==> src/logic/msp_pkg.sv <==
// Constants, register map and carrier types of the sync phase monitor.
// Assumes one 200 MHz sample clock and an 8-bit register port.
package msp_pkg;
  // ==========================================================================
  // Widths
  localparam int unsigned ADDR_W = 8;
  localparam int unsigned DATA_W = 8;
  localparam int unsigned PHASE_W = 6;
  localparam int unsigned FRAC_W = 2;
  localparam int unsigned RB_W = 8;
  localparam int unsigned AVG_W = 3;
  localparam int unsigned CNT_W = 8;
  localparam int unsigned SUM_W = 13;
  localparam int unsigned IRQ_W = 4;
  localparam int unsigned LVL_FLAGS = 6;
  localparam int unsigned LANES_PAIR = 2;
  localparam int unsigned LANES_DATA = 16;
  // ==========================================================================
  // Register offsets
  localparam logic [ADDR_W-1:0] OFF_SYNC_CTRL = 8'h10;
  localparam logic [ADDR_W-1:0] OFF_PHASE_REQ = 8'h11;
  localparam logic [ADDR_W-1:0] OFF_LOCK_STAT = 8'h12;
  localparam logic [ADDR_W-1:0] OFF_PHASE_RB = 8'h13;
  localparam logic [ADDR_W-1:0] OFF_LEVEL_STAT = 8'h15;
  localparam logic [ADDR_W-1:0] OFF_IRQ_STAT = 8'h30;
  localparam logic [ADDR_W-1:0] OFF_IRQ_MASK = 8'h31;
  // ==========================================================================
  // Reset values
  localparam logic [DATA_W-1:0] RST_SYNC_CTRL = 8'h48;
  localparam logic [PHASE_W-1:0] RST_PHASE_REQ = 6'h00;
  localparam logic [IRQ_W-1:0] RST_IRQ_MASK = 4'h0;
  // ==========================================================================
  // Field positions
  localparam int unsigned CTL_EN_BIT = 7;
  localparam int unsigned CTL_RATE_BIT = 6;
  localparam int unsigned CTL_RISE_BIT = 3;
  localparam int unsigned STAT_LOST_BIT = 7;
  localparam int unsigned STAT_LOCK_BIT = 6;
  localparam int unsigned IRQ_LOCK_BIT = 0;
  localparam int unsigned IRQ_LOST_BIT = 1;
  localparam int unsigned IRQ_RB_BIT = 2;
  localparam int unsigned IRQ_LVL_BIT = 3;
  // ==========================================================================
  // Types
  typedef enum logic [1:0] {LK_IDLE, LK_LOCKED, LK_LOST} msp_lock_e;
  typedef struct packed {
    logic [ADDR_W-1:0] addr;
    logic [DATA_W-1:0] wdata;
    logic wr;
    logic rd;
  } msp_bus_req_s;
  typedef struct packed {
    logic [LANES_PAIR-1:0] frame_hi;
    logic [LANES_PAIR-1:0] frame_lo;
    logic [LANES_PAIR-1:0] dclk_hi;
    logic [LANES_PAIR-1:0] dclk_lo;
    logic [LANES_DATA-1:0] data_hi;
    logic [LANES_DATA-1:0] data_lo;
  } msp_level_s;
  localparam int unsigned LVL_W = $bits(msp_level_s);
endpackage

==> src/logic/msp_phase_avg.sv <==
// Averager of sync phase samples over a window of 2**code samples.
// Assumes samples come from logic on the same clock.
`timescale 1ns/100ps
`default_nettype none
module msp_phase_avg import msp_pkg::*; (
  input wire logic i_clk,
  input wire logic i_resetn,
  input wire logic i_clear,
  input wire logic i_sample_vld,
  input wire logic [PHASE_W-1:0] i_sample,
  input wire logic [AVG_W-1:0] i_code,
  output logic o_avg_vld,
  output logic [RB_W-1:0] o_avg
);
  logic [SUM_W-1:0] acc;
  logic [CNT_W-1:0] cnt;
  logic [SUM_W-1:0] next_acc;
  logic [CNT_W-1:0] window;
  logic [SUM_W+FRAC_W-1:0] scaled;
  logic window_done;

  assign next_acc = acc + SUM_W'(i_sample);
  assign window = CNT_W'(1) << i_code;
  // A code lowered mid-window must still close it, hence the compare by size.
  assign window_done = i_sample_vld && ((cnt + CNT_W'(1)) >= window);
  // Sum times four over the count keeps two fractional bits.
  assign scaled = {next_acc, 2'b00} >> i_code;

  always_ff @(posedge i_clk or negedge i_resetn) begin
    if (!i_resetn) begin
      acc <= '0;
      cnt <= '0;
    end else if (i_clear || window_done) begin
      acc <= '0;
      cnt <= '0;
    end else if (i_sample_vld) begin
      acc <= next_acc;
      cnt <= cnt + CNT_W'(1);
    end
  end

  always_ff @(posedge i_clk or negedge i_resetn) begin
    if (!i_resetn) begin
      o_avg_vld <= 1'b0;
      o_avg <= '0;
    end else begin
      o_avg_vld <= window_done && !i_clear;
      if (window_done) begin
        o_avg <= scaled[RB_W-1:0];
      end
    end
  end

  AST_AVG_SINGLE: assert property (@(posedge i_clk) disable iff (!i_resetn)
    i_sample_vld && !i_clear && (i_code == 3'h0) |=> o_avg_vld && (o_avg == {$past(i_sample), 2'b00}))
    else $error("single sample average wrong");
  AST_AVG_WINDOW: assert property (@(posedge i_clk) disable iff (!i_resetn)
    o_avg_vld && ($past(i_code) == 3'h2) |-> $past(cnt) == 8'h03)
    else $error("window of four closed early");
endmodule // msp_phase_avg
`default_nettype wire

==> src/logic/msp_top.sv <==
// Multi-chip sync phase monitor: sync edge capture, phase alignment,
// lock tracking, averaged phase readback and input level fault flags.
// Assumes the sync pin and comparator flags are asynchronous to i_clk.
//
// Local design decision: the strobed register port.
`timescale 1ns/100ps
`default_nettype none
module msp_top import msp_pkg::*; (
  input wire logic i_clk,
  input wire logic i_resetn,
  input wire msp_bus_req_s i_bus,
  output logic [DATA_W-1:0] o_rdata,
  output logic o_irq,
  input wire logic i_sync,
  input wire msp_level_s i_level,
  output logic o_frame_strobe,
  output logic o_sync_locked
);
  // ==========================================================================
  // Input synchronisers
  logic sync_s1;
  logic sync_s2;
  logic sync_s3;
  logic [LVL_W-1:0] lvl_s1;
  logic [LVL_W-1:0] lvl_s2;
  msp_level_s level_q;

  always_ff @(posedge i_clk or negedge i_resetn) begin
    if (!i_resetn) begin
      sync_s1 <= 1'b0;
      sync_s2 <= 1'b0;
      sync_s3 <= 1'b0;
    end else begin
      sync_s1 <= i_sync;
      sync_s2 <= sync_s1;
      sync_s3 <= sync_s2;
    end
  end

  for (genvar g = 0; g < LVL_W; g++) begin : g_lvl_sync
    always_ff @(posedge i_clk or negedge i_resetn) begin
      if (!i_resetn) begin
        lvl_s1[g] <= 1'b0;
        lvl_s2[g] <= 1'b0;
      end else begin
        lvl_s1[g] <= i_level[g];
        lvl_s2[g] <= lvl_s1[g];
      end
    end
  end

  assign level_q = lvl_s2;

  // ==========================================================================
  // Control registers
  logic sync_en;
  logic rate_sel;
  logic rise_sel;
  logic [AVG_W-1:0] avg_code;
  logic [PHASE_W-1:0] phase_req;
  logic [IRQ_W-1:0] irq_mask;
  logic wr_ctrl;
  logic wr_req;
  logic wr_mask;

  assign wr_ctrl = i_bus.wr && (i_bus.addr == OFF_SYNC_CTRL);
  assign wr_req = i_bus.wr && (i_bus.addr == OFF_PHASE_REQ);
  assign wr_mask = i_bus.wr && (i_bus.addr == OFF_IRQ_MASK);

  always_ff @(posedge i_clk or negedge i_resetn) begin
    if (!i_resetn) begin
      sync_en <= RST_SYNC_CTRL[CTL_EN_BIT];
      rate_sel <= RST_SYNC_CTRL[CTL_RATE_BIT];
      rise_sel <= RST_SYNC_CTRL[CTL_RISE_BIT];
      avg_code <= RST_SYNC_CTRL[AVG_W-1:0];
    end else if (wr_ctrl) begin
      sync_en <= i_bus.wdata[CTL_EN_BIT];
      rate_sel <= i_bus.wdata[CTL_RATE_BIT];
      rise_sel <= i_bus.wdata[CTL_RISE_BIT];
      avg_code <= i_bus.wdata[AVG_W-1:0];
    end
  end

  always_ff @(posedge i_clk or negedge i_resetn) begin
    if (!i_resetn) begin
      phase_req <= RST_PHASE_REQ;
    end else if (wr_req) begin
      phase_req <= i_bus.wdata[PHASE_W-1:0];
    end
  end

  always_ff @(posedge i_clk or negedge i_resetn) begin
    if (!i_resetn) begin
      irq_mask <= RST_IRQ_MASK;
    end else if (wr_mask) begin
      irq_mask <= i_bus.wdata[IRQ_W-1:0];
    end
  end

  // ==========================================================================
  // Sync edge selection
  logic sync_rise;
  logic sync_fall;
  logic sync_edge;

  assign sync_rise = sync_s2 && !sync_s3;
  assign sync_fall = !sync_s2 && sync_s3;
  assign sync_edge = sync_en && (rise_sel ? sync_rise : sync_fall);

  // ==========================================================================
  // Lock state
  msp_lock_e lock_state;
  msp_lock_e next_lock_state;
  logic avg_vld;
  logic [RB_W-1:0] avg_val;
  logic phase_miss;

  // The request is compared at the averaged level, so even with averaging selected a single
  // sync edge one cycle off counts as a loss of lock, except a late one within a window of eight or more.
  assign phase_miss = avg_vld && (avg_val != {phase_req, 2'b00});

  always_comb begin
    next_lock_state = lock_state;
    case (lock_state)
      LK_IDLE: begin
        if (sync_edge) begin
          next_lock_state = LK_LOCKED;
        end
      end
      LK_LOCKED: begin
        if (phase_miss) begin
          next_lock_state = LK_LOST;
        end
      end
      LK_LOST: begin
        next_lock_state = LK_LOST;
      end
      default: begin
        next_lock_state = LK_IDLE;
      end
    endcase
    if (!sync_en) begin
      next_lock_state = LK_IDLE;
    end
  end

  always_ff @(posedge i_clk or negedge i_resetn) begin
    if (!i_resetn) begin
      lock_state <= LK_IDLE;
    end else begin
      lock_state <= next_lock_state;
    end
  end

  // ==========================================================================
  // Phase counter and output frame
  logic [PHASE_W-1:0] phase_cnt;

  // Loading the request at the sync edge makes the frame strobe fire a
  // requested number of cycles earlier than on an unskewed converter.
  always_ff @(posedge i_clk or negedge i_resetn) begin
    if (!i_resetn) begin
      phase_cnt <= '0;
    end else if (sync_edge && (lock_state == LK_IDLE)) begin
      phase_cnt <= phase_req;
    end else begin
      phase_cnt <= phase_cnt + 6'h01;
    end
  end

  always_ff @(posedge i_clk or negedge i_resetn) begin
    if (!i_resetn) begin
      o_frame_strobe <= 1'b0;
    end else begin
      o_frame_strobe <= (phase_cnt == 6'h00);
    end
  end

  always_ff @(posedge i_clk or negedge i_resetn) begin
    if (!i_resetn) begin
      o_sync_locked <= 1'b0;
    end else begin
      o_sync_locked <= (next_lock_state == LK_LOCKED);
    end
  end

  // ==========================================================================
  // Phase averaging and readback
  logic sample_vld;
  logic [RB_W-1:0] phase_rb;
  logic [PHASE_W-1:0] phase_at_edge;

  assign sample_vld = sync_edge && (lock_state == LK_LOCKED);
  // The counter takes this value at the edge that sees the sync, so it is the phase;
  // sampling the counter itself would read one cycle short and report a false loss.
  assign phase_at_edge = phase_cnt + 6'h01;

  msp_phase_avg u_avg (
    .i_clk(i_clk),
    .i_resetn(i_resetn),
    .i_clear(lock_state != LK_LOCKED),
    .i_sample_vld(sample_vld),
    .i_sample(phase_at_edge),
    .i_code(avg_code),
    .o_avg_vld(avg_vld),
    .o_avg(avg_val)
  );

  always_ff @(posedge i_clk or negedge i_resetn) begin
    if (!i_resetn) begin
      phase_rb <= '0;
    end else if (avg_vld) begin
      phase_rb <= avg_val;
    end
  end

  // ==========================================================================
  // Input level faults
  logic [LVL_FLAGS-1:0] level_stat;
  logic [LVL_FLAGS-1:0] next_level_stat;

  assign next_level_stat = {|level_q.frame_hi, |level_q.frame_lo,
                            |level_q.dclk_hi, |level_q.dclk_lo,
                            |level_q.data_hi, |level_q.data_lo};

  always_ff @(posedge i_clk or negedge i_resetn) begin
    if (!i_resetn) begin
      level_stat <= '0;
    end else begin
      level_stat <= next_level_stat;
    end
  end

  // ==========================================================================
  // Interrupts
  logic [IRQ_W-1:0] irq_stat;
  logic [IRQ_W-1:0] irq_event;
  logic [IRQ_W-1:0] next_irq_stat;
  logic irq_clr;

  always_comb begin
    irq_event = '0;
    irq_event[IRQ_LOCK_BIT] = (lock_state == LK_IDLE) && (next_lock_state == LK_LOCKED);
    irq_event[IRQ_LOST_BIT] = (lock_state == LK_LOCKED) && (next_lock_state == LK_LOST);
    irq_event[IRQ_RB_BIT] = avg_vld;
    irq_event[IRQ_LVL_BIT] = |(next_level_stat & ~level_stat);
  end

  // A read clears the flags, but an event in the same cycle survives it.
  assign irq_clr = i_bus.rd && (i_bus.addr == OFF_IRQ_STAT);
  assign next_irq_stat = (irq_clr ? '0 : irq_stat) | irq_event;

  always_ff @(posedge i_clk or negedge i_resetn) begin
    if (!i_resetn) begin
      irq_stat <= '0;
      o_irq <= 1'b0;
    end else begin
      irq_stat <= next_irq_stat;
      o_irq <= |(next_irq_stat & irq_mask);
    end
  end

  // ==========================================================================
  // Register read port
  always_ff @(posedge i_clk or negedge i_resetn) begin
    if (!i_resetn) begin
      o_rdata <= '0;
    end else if (i_bus.rd) begin
      case (i_bus.addr)
        OFF_SYNC_CTRL: o_rdata <= {sync_en, rate_sel, 3'h0, avg_code} | {4'h0, rise_sel, 3'h0};
        OFF_PHASE_REQ: o_rdata <= {2'h0, phase_req};
        OFF_LOCK_STAT: o_rdata <= {lock_state == LK_LOST, lock_state == LK_LOCKED, 6'h00};
        OFF_PHASE_RB: o_rdata <= phase_rb;
        OFF_LEVEL_STAT: o_rdata <= {2'h0, level_stat};
        OFF_IRQ_STAT: o_rdata <= {4'h0, irq_stat};
        OFF_IRQ_MASK: o_rdata <= {4'h0, irq_mask};
        default: o_rdata <= '0;
      endcase
    end else begin
      o_rdata <= '0;
    end
  end

  // ==========================================================================
  // Checks
  AST_OFF_NO_LOCK: assert property (@(posedge i_clk) disable iff (!i_resetn)
    !sync_en |=> !o_sync_locked && (lock_state == LK_IDLE))
    else $error("lock held while sync disabled");
  AST_EDGE_SELECT: assert property (@(posedge i_clk) disable iff (!i_resetn)
    sync_en && (lock_state == LK_IDLE) && rise_sel && sync_fall |=> lock_state == LK_IDLE)
    else $error("falling edge started sync in rising mode");
  AST_REQ_WRITE_ONLY: assert property (@(posedge i_clk) disable iff (!i_resetn)
    !$stable(phase_req) |-> $past(wr_req))
    else $error("phase request changed without write");
  AST_ALIGN_OFFSET: assert property (@(posedge i_clk) disable iff (!i_resetn)
    sync_edge && (lock_state == LK_IDLE) |=> (phase_cnt == $past(phase_req)) ##1 phase_cnt == $past(phase_req) + 6'h01)
    else $error("phase counter not aligned to request");
  AST_LOCK_SET: assert property (@(posedge i_clk) disable iff (!i_resetn)
    sync_edge && (lock_state == LK_IDLE) |=> o_sync_locked && (lock_state == LK_LOCKED))
    else $error("lock not taken at first sync edge");
  AST_LOST_CAUSE: assert property (@(posedge i_clk) disable iff (!i_resetn)
    (lock_state == LK_LOST) && ($past(lock_state) != LK_LOST) |-> $past(phase_miss) && $past(sync_en))
    else $error("lost without mismatch after lock");
  AST_RB_WINDOW: assert property (@(posedge i_clk) disable iff (!i_resetn)
    !$stable(phase_rb) |-> $past(avg_vld))
    else $error("readback changed without full window");
  AST_LEVEL_READ: assert property (@(posedge i_clk) disable iff (!i_resetn)
    i_bus.rd && (i_bus.addr == OFF_LEVEL_STAT) |=> o_rdata == {2'h0, $past(level_stat)})
    else $error("level status read wrong");
  AST_IRQ_SET_WINS: assert property (@(posedge i_clk) disable iff (!i_resetn)
    irq_clr && avg_vld |=> irq_stat[IRQ_RB_BIT])
    else $error("event lost under read clear");
  AST_LOCK_STAT_READ: assert property (@(posedge i_clk) disable iff (!i_resetn)
    i_bus.rd && (i_bus.addr == OFF_LOCK_STAT) |=> (o_rdata[STAT_LOCK_BIT] == $past(o_sync_locked))
      && (o_rdata[STAT_LOST_BIT] == ($past(lock_state) == LK_LOST)))
    else $error("lock status read wrong");
  AST_STROBE_SKEW: assert property (@(posedge i_clk) disable iff (!i_resetn)
    sync_edge && (lock_state == LK_IDLE) && (phase_req == 6'h3F) |-> ##2 !o_frame_strobe ##1 o_frame_strobe)
    else $error("frame strobe not skewed by full request");
  AST_DCLK_FLAGS: assert property (@(posedge i_clk) disable iff (!i_resetn)
    (level_q.dclk_hi != '0) |=> level_stat[3])
    else $error("data clock high flag missing");
  AST_DATA_FLAGS: assert property (@(posedge i_clk) disable iff (!i_resetn)
    (level_q.data_lo != '0) |=> level_stat[0])
    else $error("data low flag missing");
  AST_RB_QUARTER: assert property (@(posedge i_clk) disable iff (!i_resetn)
    avg_vld && ($past(avg_code) == 3'h0) |=> phase_rb[1:0] == 2'b00)
    else $error("single sample readback has fraction");
endmodule // msp_top
`default_nettype wire

==> config.mk <==
export PLATFORM = sky130hd
export DESIGN_NAME = msp_top
export DESIGN_NICKNAME = d
export VERILOG_FILES = /design/src/logic/msp_pkg.sv /design/src/logic/msp_phase_avg.sv /design/src/logic/msp_top.sv
export SDC_FILE = /design/constraint.sdc
export NUM_CORES = 1
export LEC_CHECK = 0
export ABC_AREA = 1
export BUFFER_PORTS_ARGS = -buffer_cell sky130_fd_sc_hd__buf_2
export CAP_MARGIN = 20
export CORE_ASPECT_RATIO = 0.5
export CORE_UTILIZATION = 45
export CTS_CLUSTER_SIZE = 8
export DETAILED_ROUTE_END_ITERATION = 12
export HOLD_SLACK_MARGIN = 0.02
export SETUP_SLACK_MARGIN = 0.1
export SYNTH_ARGS = -nofsm -noshare
export SYNTH_HDL_FRONTEND = slang
export SYNTH_SLANG_ARGS = --single-unit
==> constraint.sdc <==
create_clock -name i_clk -period 2.95 [get_ports i_clk]
set_clock_uncertainty 0.15 [all_clocks]
set_input_delay 0.885 -clock i_clk [delete_from_list [all_inputs] [get_ports i_clk]]
set_output_delay 0.885 -clock i_clk [all_outputs]
set_load 0.01 [all_outputs]
==> metrics.cfg <==
[outcome]
outcome = finished clean

[critical_path]
cp_common_cell = nand2_1
critPathSlowestCell = fa_1
cp_num_buf_inv = 3
crit_fanout = 4
required_ps = 3100
critPathMaxStageDelay_ps = 420
critical_path.cell_chain = inv_1 -> ha_4 -> inv_1 -> fa_1 -> inv_1 -> nand2_1 -> nand2_1 -> nand3_1 -> nand2_2 -> nand2_1 -> nand3_2 -> nand2_1 -> nand2_1 -> nand3_1 -> nand3_1 -> o21ai_1
end_kind = register
cp.arrival_ps = 2810
start_kind = register
crit_family = simple AND/OR/NAND/NOR gates
worst-setup-path-type = register to register

[finish]
nFillCells = 1348
drive_gt1_share_pct = 21.2
final_nets = 935
area_growth_pct = 20.1
n_antenna_cell = 0

[global_route]
grt_max_degree = 58
overflow = 0
grt_pass1_vias = 5287
antenna_found_initial = 1
grt_pass1_wl_um = 26000
grt_usage_pct = 20.5

[floorplanning]
start_util_pct = 46.1
dieArea_um2 = 16300
core_area_um2 = 15400
die_w_um = 180
die_height_um = 90.8
pin_count = 72
rows = 32

[routing]
initialDrtViolationCount = 312
final_antenna_net_count = 0
num_vias = 5290
vias_per_cell = 4.93
wirelength_um = 15200
routedWlPerCell_um = 14.2
drc = 0
first_pass_iters = 5

[timing]
finalMaxSlewViolations = 0
fin_hold_ws_ps = 189
finalHoldViolations = 0
max_freq_mhz = 377
worst_pin_slew_ps = 558
grt_setup_unrepaired = no
period_minus_slack_ps = 2660
finalCritPeriodShare_pct = 90.0
tns_ps = 0
setup_viol = 0
relSlewSlack_pct = 62.8

[synth]
synth_seq_area_share_pct = 58.5
syn_area_um2 = 7100
synth_nets = 838
yosysWarnings = 0
synthCells = 759
synth.ff_latch_count = 166
syn_avg_cell_area_um2 = 9.36
ys_types = 42

[pwr]
vdd_drop_max_mv = 0.408
leakagePower_nw = 4.20
power_density_nw_per_um2 = 819

[clock_tree]
root_buffer = clkbuf_16
ctsHoldBuffers = 0
cts_buffer_depth = 2
cts_made_buffers = 17
clk_pin_slew_ps = 70
cts.sinks = 166
cts_tree = done
h-tree-depth = 4
clk_latency_ps = 420

[place]
portBuffers = 71
hpwl_um = 11200
routabilityCongestion = 0.841

[run]
max_cap_violations = 0

[worst_hold_path]
hold_class = register to register

cell type report:
| type | instances | area, um2 | share of cell area [%] |
|---|---|---|---|
| Timing Repair Buffer | 91 | 528 | 6.19 |
| Multi-Input combinational cell | 491 | 2660 | 31.2 |
| Clock inverter | 14 | 158 | 1.85 |
| Clock buffer | 17 | 425 | 4.99 |
| Sequential cell | 166 | 4160 | 48.7 |
| Inverter | 89 | 344 | 4.03 |
| Tap cell | 204 | 255 | 2.99 |
per-layer routing:
layer / track usage [%] / share of wire [%] / up-vias
met4: 6.11 / 1.1 / 0
met5: 0 / 0 / -
met3: 4.35 / 4.8 / 15
li1: - / - / 2657
met2: 32.2 / 45 / 119
met1: 28.8 / 50 / 2499
state kept, by name (all words and copies together) (netlist names), 2 cells and up:
name	count
u_avg.o_avg	8
u_avg.cnt	8
lvl_s1	40
u_avg.acc	13
phase_req	6
avg_code	3
phase_cnt	6
level_q	40
level_stat	6
irq_stat	4
phase_rb	8
lock_state	2
irq_mask	4
o_rdata	8
cell usage in the layout, fill, tap and decap left out, types with 3 or more instances in the layout:
cell type,synthesis,final
nand2_2,8,9
nor3_1,4,4
or2_2,5,5
nand3b_1,3,3
inv_1,81,80
nand4_1,7,7
dfrtp_1,164,164
nor2_4,4,4
o21ai_1,14,18
nand3_1,81,78
nor2_2,4,8
inv_2,6,5
buf_4,1,18
buf_2,6,70
o22ai_1,14,14
nand3_2,5,8
nand2_1,179,176
clkinv_4,0,3
ha_1,17,11
o21ai_0,38,34
nor2_1,56,52
clkinv_8,0,3
inv_8,0,6
ha_4,0,4
a21oi_1,21,20
xor2_1,9,9
a31oi_1,3,3
clkbuf_16,0,17
inv_6,0,3
path summary, 6_finish.rpt:
check                            endpoint  slack [ps]  cells after the start    startpoint
max in group asynchronous        rise_sel        1660                      2      i_resetn
min in group asynchronous    phase_cnt[1]         290                      1      i_resetn
max                        u_avg.o_avg[3]         290                     16  phase_cnt[0]
min reg2reg                   level_q[19]         190                      0    lvl_s1[19]
min                           level_q[19]         190                      0    lvl_s1[19]
max reg2reg                u_avg.o_avg[3]         290                     16  phase_cnt[0]
synthesized netlist by cell type, drive strengths merged:
master | instances | share of area, %
xor2 | 9 | 1.1
nor3b | 1 | 0.11
xnor2 | 3 | 0.37
o22ai | 14 | 1.2
nand2 | 187 | 10
clkinv | 2 | 0.11
nor2 | 64 | 3.9
buf | 9 | 0.85
fa | 1 | 0.28
nand4 | 9 | 1.1
o21ai | 53 | 3.8
mux2 | 1 | 0.16
inv | 87 | 4.6
a21oi | 22 | 1.6
o21bai | 1 | 0.11
dfstp | 2 | 0.74
o21a | 1 | 0.11
nand3b | 3 | 0.32
a22o | 1 | 0.12
dfrtp | 164 | 58
nor4 | 2 | 0.18
ha | 17 | 3.0
a31oi | 3 | 0.26
nor3 | 7 | 0.79
nand3 | 86 | 6.4
or2 | 5 | 0.44
clkbuf | 4 | 0.21
o211ai | 1 | 0.11
kinds of logic (layout without fill, tap and decap cells):
| group | count (synthesis) | in the layout | share of synthesized area, % |
|---|---|---|---|
| AO/OA/AOI/OAI | 96 | 96 | 7.33 |
| XOR/XNOR | 12 | 12 | 1.48 |
| adder cells (fa/ha/maj) | 18 | 18 | 3.28 |
| buffers and inverters | 102 | 211 | 5.76 |
| flip-flops | 166 | 166 | 58.5 |
| multiplexers | 1 | 1 | 0.159 |
| AND/OR/NAND/NOR | 364 | 364 | 23.5 |
metrics by stage:
step	cells	area, um2	total power [W]	setup slack, ps	utilization, %
global placement	1033	7740	0.00465	202	50.2
floorplan	759	7100	0.00409	390	-
global route	1072	8530	0.00747	56.8	55.3
detailed placement	1033	7740	0.00466	120	50.2
finish	1072	8530	0.00699	295	55.3
CTS	1064	8330	0.00684	89.1	54.0
where the power goes:
part / switching, W / total (W) / internal (W)
logic: 0.00127 / 0.00204 / 0.000768
clock network: 0.00102 / 0.00215 / 0.00113
registers: 0.000239 / 0.00280 / 0.00256
worst register-to-register path, stage by stage, from the launching register on:
cell,delay [ps]
dfrtp_1,390
inv_1,100
ha_4,290
inv_1,70
fa_1,420
inv_1,110
nand2_1,100
nand2_1,90
nand3_1,110
nand2_2,110
nand2_1,100
nand3_2,80
nand2_1,60
nand2_1,70
nand3_1,70
nand3_1,120
o21ai_1,80
timing repair:
| action | 4_1_cts | 5_1_grt |
|---|---|---|
| endpoints found under the setup margin | 2 | 30 |
| setup buffers | 0 | 8 |
| pin swaps | 0 | 12 |
| gates resized for setup | 0 | 35 |
No activity file was read; power rests on OpenSTA's default activity.
